`config.mk`:
```
export PLATFORM = sky130hd
export DESIGN_NAME = osrc_output_stop_ctrl
export DESIGN_NICKNAME = d
export VERILOG_FILES = /design/src/osrc_pkg.sv /design/src/osrc_output_stop_ctrl.sv
export VERILOG_INCLUDE_DIRS = /design/src /design/src/src
export SDC_FILE = /design/constraint.sdc
export NUM_CORES = 1
export LEC_CHECK = 0
export BUFFER_PORTS_ARGS = -buffer_cell sky130_fd_sc_hd__buf_4
export CORE_MARGIN = 3
export CORE_UTILIZATION = 49
export DETAILED_ROUTE_END_ITERATION = 10
export HOLD_SLACK_MARGIN = 0.03
export PLACE_DENSITY = 0.79
export SLEW_MARGIN = 30
export SYNTH_ARGS = -nofsm -noshare
export SYNTH_HDL_FRONTEND = slang
export SYNTH_SLANG_ARGS = --single-unit
```
`constraint.sdc`:
```
create_clock -name clk_i -period 1.5 [get_ports clk_i]
set_input_delay 0.3 -clock clk_i [delete_from_list [all_inputs] [get_ports clk_i]]
set_output_delay 0.3 -clock clk_i [all_outputs]
set_load 0.005 [all_outputs]
```
`src/osrc_regs.svh`:
```
`ifndef OSRC_REGS_SVH
`define OSRC_REGS_SVH

// ---------------------------------------------------------------
// parameter record layout (record number one, four bytes)
// ---------------------------------------------------------------
`define OSRC_RECORD_NUM        8'h01
`define OSRC_OFS_STOP_REACTION 2'h0
`define OSRC_OFS_SUBST_PATTERN 2'h1
`define OSRC_OFS_UNUSED_TWO    2'h2
`define OSRC_OFS_UNUSED_THREE  2'h3
`define OSRC_BIT_HOLD_LAST     0
`define OSRC_BIT_SUBSTITUTE    1
`define OSRC_STOP_SUPPORTED    8'h03
`define OSRC_RESET_BYTE        8'h00
`define OSRC_ALL_OFF           8'h00
`define OSRC_FAULT_AT_RESET    1'b1

`endif

```
`src/osrc_pkg.sv`:
```
package osrc_pkg;
    typedef logic [7:0] osrc_byte_t;

    typedef enum logic [1:0] {
        OSRC_OUT_OFF   = 2'h0,
        OSRC_OUT_HOLD  = 2'h1,
        OSRC_OUT_SUBST = 2'h2
    } osrc_stop_mode_e;
endpackage : osrc_pkg

```
`src/osrc_output_stop_ctrl.sv`:
```
`timescale 1ns/100ps
`include "osrc_regs.svh"

module osrc_output_stop_ctrl (
    input  wire logic       clk_i,
    input  wire logic       reset_i,
    input  wire logic       cpu_run_i,
    input  wire logic [7:0] out_image_i,
    input  wire logic       out_image_wr_i,
    input  wire logic       rec_wr_i,
    input  wire logic [7:0] rec_num_i,
    input  wire logic [1:0] rec_ofs_i,
    input  wire logic [7:0] rec_data_i,
    output logic      [7:0] channel_out_o,
    output logic      [7:0] channel_led_o,
    output logic            group_fault_indicator_o,
    output logic            param_error_o
);

    // ---------------------------------------------------------------
    // run input synchroniser
    // ---------------------------------------------------------------
    logic       run_meta_ff;
    logic       run_ff;

    always_ff @(posedge clk_i) begin
        if (reset_i) begin
            run_meta_ff <= 1'b0;
            run_ff      <= 1'b0;
        end else begin
            run_meta_ff <= cpu_run_i;
            run_ff      <= run_meta_ff;
        end
    end

    // ---------------------------------------------------------------
    // parameter record
    // ---------------------------------------------------------------
    osrc_pkg::osrc_byte_t stop_reaction_select_ff;
    osrc_pkg::osrc_byte_t substitute_pattern_ff;
    osrc_pkg::osrc_byte_t nxt_stop_reaction_select;
    osrc_pkg::osrc_byte_t nxt_substitute_pattern;
    logic                 params_valid_ff;
    logic                 nxt_params_valid;
    logic                 param_error_ff;
    logic                 nxt_param_error;
    logic                 rec_ok;

    // only record one is ours; others count as wrong parameters
    assign rec_ok = (rec_num_i == `OSRC_RECORD_NUM);

    always_comb begin
        nxt_stop_reaction_select = stop_reaction_select_ff;
        nxt_substitute_pattern   = substitute_pattern_ff;
        nxt_params_valid         = params_valid_ff;
        nxt_param_error          = param_error_ff;
        if (rec_wr_i) begin
            if (!rec_ok) begin
                nxt_param_error = 1'b1;
            end else if (rec_ofs_i == `OSRC_OFS_STOP_REACTION) begin
                if ((rec_data_i & ~`OSRC_STOP_SUPPORTED) != `OSRC_RESET_BYTE) begin
                    nxt_param_error = 1'b1;
                end else begin
                    nxt_stop_reaction_select = rec_data_i;
                    nxt_params_valid         = 1'b1;
                    nxt_param_error          = 1'b0;
                end
            end else if (rec_ofs_i == `OSRC_OFS_SUBST_PATTERN) begin
                nxt_substitute_pattern = rec_data_i;
            end else if (rec_data_i != `OSRC_RESET_BYTE) begin
                // bytes two and three carry nothing; anything nonzero is unsupported
                nxt_param_error = 1'b1;
            end
        end
    end

    always_ff @(posedge clk_i) begin
        if (reset_i) begin
            stop_reaction_select_ff <= `OSRC_RESET_BYTE;
            substitute_pattern_ff   <= `OSRC_RESET_BYTE;
            params_valid_ff         <= 1'b0;
            param_error_ff          <= 1'b0;
        end else begin
            stop_reaction_select_ff <= nxt_stop_reaction_select;
            substitute_pattern_ff   <= nxt_substitute_pattern;
            params_valid_ff         <= nxt_params_valid;
            param_error_ff          <= nxt_param_error;
        end
    end

    // ---------------------------------------------------------------
    // output selection
    // ---------------------------------------------------------------
    osrc_pkg::osrc_byte_t     image_ff;
    osrc_pkg::osrc_byte_t     nxt_image;
    osrc_pkg::osrc_byte_t     out_ff;
    osrc_pkg::osrc_byte_t     nxt_out;
    osrc_pkg::osrc_stop_mode_e stop_mode;

    // both bits set breaks the one-option convention; hold wins
    always_comb begin
        if (stop_reaction_select_ff[`OSRC_BIT_HOLD_LAST]) begin
            stop_mode = osrc_pkg::OSRC_OUT_HOLD;
        end else if (stop_reaction_select_ff[`OSRC_BIT_SUBSTITUTE]) begin
            stop_mode = osrc_pkg::OSRC_OUT_SUBST;
        end else begin
            stop_mode = osrc_pkg::OSRC_OUT_OFF;
        end
    end

    always_comb begin
        nxt_image = image_ff;
        if (out_image_wr_i && run_ff) begin
            nxt_image = out_image_i;
        end
        nxt_out = `OSRC_ALL_OFF;
        if (run_ff && params_valid_ff) begin
            nxt_out = nxt_image;
        end else if (params_valid_ff) begin
            case (stop_mode)
                osrc_pkg::OSRC_OUT_HOLD:  nxt_out = out_ff;
                osrc_pkg::OSRC_OUT_SUBST: nxt_out = substitute_pattern_ff;
                default:                  nxt_out = `OSRC_ALL_OFF;
            endcase
        end
    end

    always_ff @(posedge clk_i) begin
        if (reset_i) begin
            image_ff <= `OSRC_ALL_OFF;
            out_ff   <= `OSRC_ALL_OFF;
        end else begin
            image_ff <= nxt_image;
            out_ff   <= nxt_out;
        end
    end

    // ---------------------------------------------------------------
    // indicators; channel lamps load the same next value as the outputs
    // ---------------------------------------------------------------
    osrc_pkg::osrc_byte_t led_ff;
    osrc_pkg::osrc_byte_t nxt_led;
    logic                 fault_ff;
    logic                 nxt_fault;

    always_comb begin
        nxt_led   = nxt_out;
        nxt_fault = !nxt_params_valid || nxt_param_error;
    end

    always_ff @(posedge clk_i) begin
        if (reset_i) begin
            led_ff   <= `OSRC_ALL_OFF;
            fault_ff <= `OSRC_FAULT_AT_RESET;
        end else begin
            led_ff   <= nxt_led;
            fault_ff <= nxt_fault;
        end
    end

    assign channel_out_o           = out_ff;
    assign channel_led_o           = led_ff;
    assign group_fault_indicator_o = fault_ff;
    assign param_error_o           = param_error_ff;

    // ---------------------------------------------------------------
    // checks
    // ---------------------------------------------------------------
    chk_fault_unparam: assert property (@(posedge clk_i) disable iff (reset_i)
        !params_valid_ff |-> group_fault_indicator_o)
        else $error("fault lamp off without parameters");

    chk_led_follow: assert property (@(posedge clk_i) disable iff (reset_i)
        channel_led_o == channel_out_o)
        else $error("channel lamp differs from output");

    chk_bad_rejected: assert property (@(posedge clk_i) disable iff (reset_i)
        rec_wr_i && !rec_ok |=> param_error_o && $stable(stop_reaction_select_ff))
        else $error("wrong record applied or not flagged");

    chk_hold_freeze: assert property (@(posedge clk_i) disable iff (reset_i)
        !run_ff && params_valid_ff && stop_reaction_select_ff[`OSRC_BIT_HOLD_LAST]
        && !$past(run_ff) |=> $stable(channel_out_o))
        else $error("held outputs changed at stop");

    chk_subst_drive: assert property (@(posedge clk_i) disable iff (reset_i)
        !run_ff && params_valid_ff && stop_reaction_select_ff[`OSRC_BIT_SUBSTITUTE]
        && !stop_reaction_select_ff[`OSRC_BIT_HOLD_LAST]
        |=> channel_out_o == $past(substitute_pattern_ff))
        else $error("substitute pattern not driven");

    chk_run_image: assert property (@(posedge clk_i) disable iff (reset_i)
        run_ff && params_valid_ff && out_image_wr_i |=> channel_out_o == $past(out_image_i))
        else $error("output image not applied");

    chk_none_off: assert property (@(posedge clk_i) disable iff (reset_i)
        !run_ff && params_valid_ff && stop_reaction_select_ff == `OSRC_RESET_BYTE
        |=> channel_out_o == `OSRC_ALL_OFF)
        else $error("outputs not off at stop");

    chk_rewrite_apply: assert property (@(posedge clk_i) disable iff (reset_i)
        rec_wr_i && rec_ok && rec_ofs_i == `OSRC_OFS_SUBST_PATTERN
        |=> substitute_pattern_ff == $past(rec_data_i))
        else $error("pattern rewrite not taken");

    chk_fault_error: assert property (@(posedge clk_i) disable iff (reset_i)
        param_error_o |-> group_fault_indicator_o)
        else $error("fault lamp off with wrong parameter");

    chk_mode_store: assert property (@(posedge clk_i) disable iff (reset_i)
        rec_wr_i && rec_ok && rec_ofs_i == `OSRC_OFS_STOP_REACTION
        && (rec_data_i & ~`OSRC_STOP_SUPPORTED) == `OSRC_RESET_BYTE
        |=> stop_reaction_select_ff == $past(rec_data_i) && !param_error_o)
        else $error("stop reaction byte not taken");

endmodule : osrc_output_stop_ctrl

```
==> out/results.tsv <==
metric	value	unit
drt-vias-per-instance	5.39	
ir_worst_vdd	0.713	mV
placedCellCount	234	
cts_tree	built	
cp_cell_sequence	buf_4 > nor4b_2 > nand3_1 > nor3_1 > mux2i_1	
drtPass1Iterations	4	
finalCriticalPeriod	1.22	ns
path_delay_family	simple AND/OR/NAND/NOR gates	
cts_resized	0	
io_buffer_count	48	
cts.clk_slew.worst_paths	0.10	ns
hold-path-cell-count	2	
core_area	2590	sq um
place.gp.congestion	0.746	
clk_latency	0.33	ns
required	1.76	ns
die_x	59.6	microns
multi_input_area	673	sq um
rows	18	
pin_count	49	
final_common_cell	buf_4	
finClkSkew	0.00598	ns
cts_hold_buf	0	
die-area	3550	sq um
cts_max_level	2	
use_met2	32.1	%
overflow	0	
cts_setup_buffers	0	
hp-class	primary input to register	
regArea	621	sq um
worstPathBufferInverterCount	1	
layout.cells.non_filler	242	
routed_wl	3200	microns
end_kind	register	
worst_path_max_delay_cell	nor3_1	
n_fill_cell	219	
tightest_slew	0.392	ns
avgSynthCellArea	8.63	sq um
reg2reg_depth	5	
cellPowerDensity	840	nW/um^2
dp.final_hpwl	2520	microns
areaGrowthSynthToFinish	31.0	%
syn_nets	194	
yosysSeqAreaShare	44.1	%
grt_usage	19.7	%
maxSlewViolCount	0	
cp.arrival	1.48	ns
layout-drive-gt1-share	32.1	%
gr-usage-met3	6.54	%
worstSetupPathDepth	5	
critPathKind	primary input to register	
grt_max_degree	28	
cp-start-kind	primary input	
ys_ff_latch	31	
drt-initial-drc-count	55	
status	finished, final reports clean	
finish.utilization	71.2	%
routed-via-count	1304	
clock_sinks	31	
synthCells	163	
slew_headroom	73.7	%
crit_path_max_incr_delay	0.37	ns
grt_pass1_vias	1187	
max_cap_violations	0	
setup_viol	0	
total_power	0.00155	W
final_nets	242	
grt_first_pass_wirelength	5140	microns
timing.hold.ws	0.184	ns
wl_per_cell	13.2	microns
syn-cell-area	1410	sq um
drc	0	
dieHeight	59.6	microns
antenna_found_initial	0	
finalSetupTns	0	ns
crit_fanout	2	
period_share	81.3	%
initial_core_util	54.3	%
finalHoldViolCount	0	
ys_types	26	
antenna_cells	0	
met1_usage	23.7	%
root_buffer	clkbuf_4	
clock_path_buffers	2	
postRouteAntennaNets	0	
top_usage_layer	met2	
yosysWarnings	0	
max_freq	820	MHz
final_cell_mix	buf_4 (56), dfxtp_1 (31), nor2_1 (24)	
cts_made_buffers	5	
p_leak	0.831	nW
rsz0062_at_grt	no	
path summary, 6_finish.rpt:
kind	from	endpoint	slack, ns
worst min register to register	image_ff[2]	image_ff[2]	0.46
worst max-delay path	rec_num_i[1]	stop_reaction_select_ff[1]	0.28
worst min-delay path	cpu_run_i	run_meta_ff	0.18
worst max register to register	params_valid_ff	channel_led_o[6]	0.29
sequential cells by signal, indices dropped and copies added, names as in the netlist:
signal                   cells
param_error_o                1
run_ff                       1
run_meta_ff                  1
image_ff                     8
substitute_pattern_ff        8
channel_led_o                8
stop_reaction_select_ff      2
params_valid_ff              1
group_fault_indicator_o      1
area by class of cell:
type                    count  share of cell area, %
repair buffers             56                   22.8
multi-input cells         111                   36.5
inverters                   6                   1.22
well taps                  30                   2.04
flip-flops and latches     31                   33.7
clock buffers               8                   3.73
synth_stat cells:
cell	instances	area, sq um
a211oi_1	7	52.6
a21oi_1	16	80.1
a22oi_1	1	7.51
a31oi_1	2	12.5
buf_2	3	15.0
buf_4	8	60.1
clkbuf_1	4	15.0
dfxtp_1	31	621
inv_1	6	22.5
mux2i_1	16	160
nand2_1	15	56.3
nand3_1	12	60.1
nand3b_1	1	7.51
nand4_2	1	12.5
nor2_1	24	90.1
nor2b_1	3	18.8
nor3_1	1	5.00
nor3b_1	1	7.51
nor3b_2	1	12.5
nor4_1	1	6.26
nor4_4	1	21.3
nor4b_2	1	15.0
o211ai_1	2	15.0
o21ai_0	3	15.0
o22ai_1	1	6.26
or3_4	1	11.3
per-layer routing:
layer,share of wire [%],wire length (microns)
met5,0,0
met1,43,1390
met2,48,1520
met3,7.5,239
met4,1.7,53
cell families after synthesis:
family,count (synthesis),synth area share (%)
buf+inv,21,8.01
mux,16,11.4
simple gates,63,23.0
compound gates,32,13.4
flops,31,44.1
report_power, final:
group,switching [W],total [W],internal (W)
sequential,0.00000567,0.000837,0.000832
combinational,0.0000677,0.000148,0.0000805
clock,0.000287,0.000563,0.000276
total,0.000361,0.00155,0.00119
metrics by stage:
step           instance area, sq um  setup slack [ns]
4_1_cts                        1840             0.281
2_1_floorplan                  1410             0.101
3_3_place_gp                   1770            0.0111
3_5_place_dp                   1770           -0.0538
5_1_grt                        1840             0.125
6_report                       1840             0.281
Power figures use the tool's default switching activity.
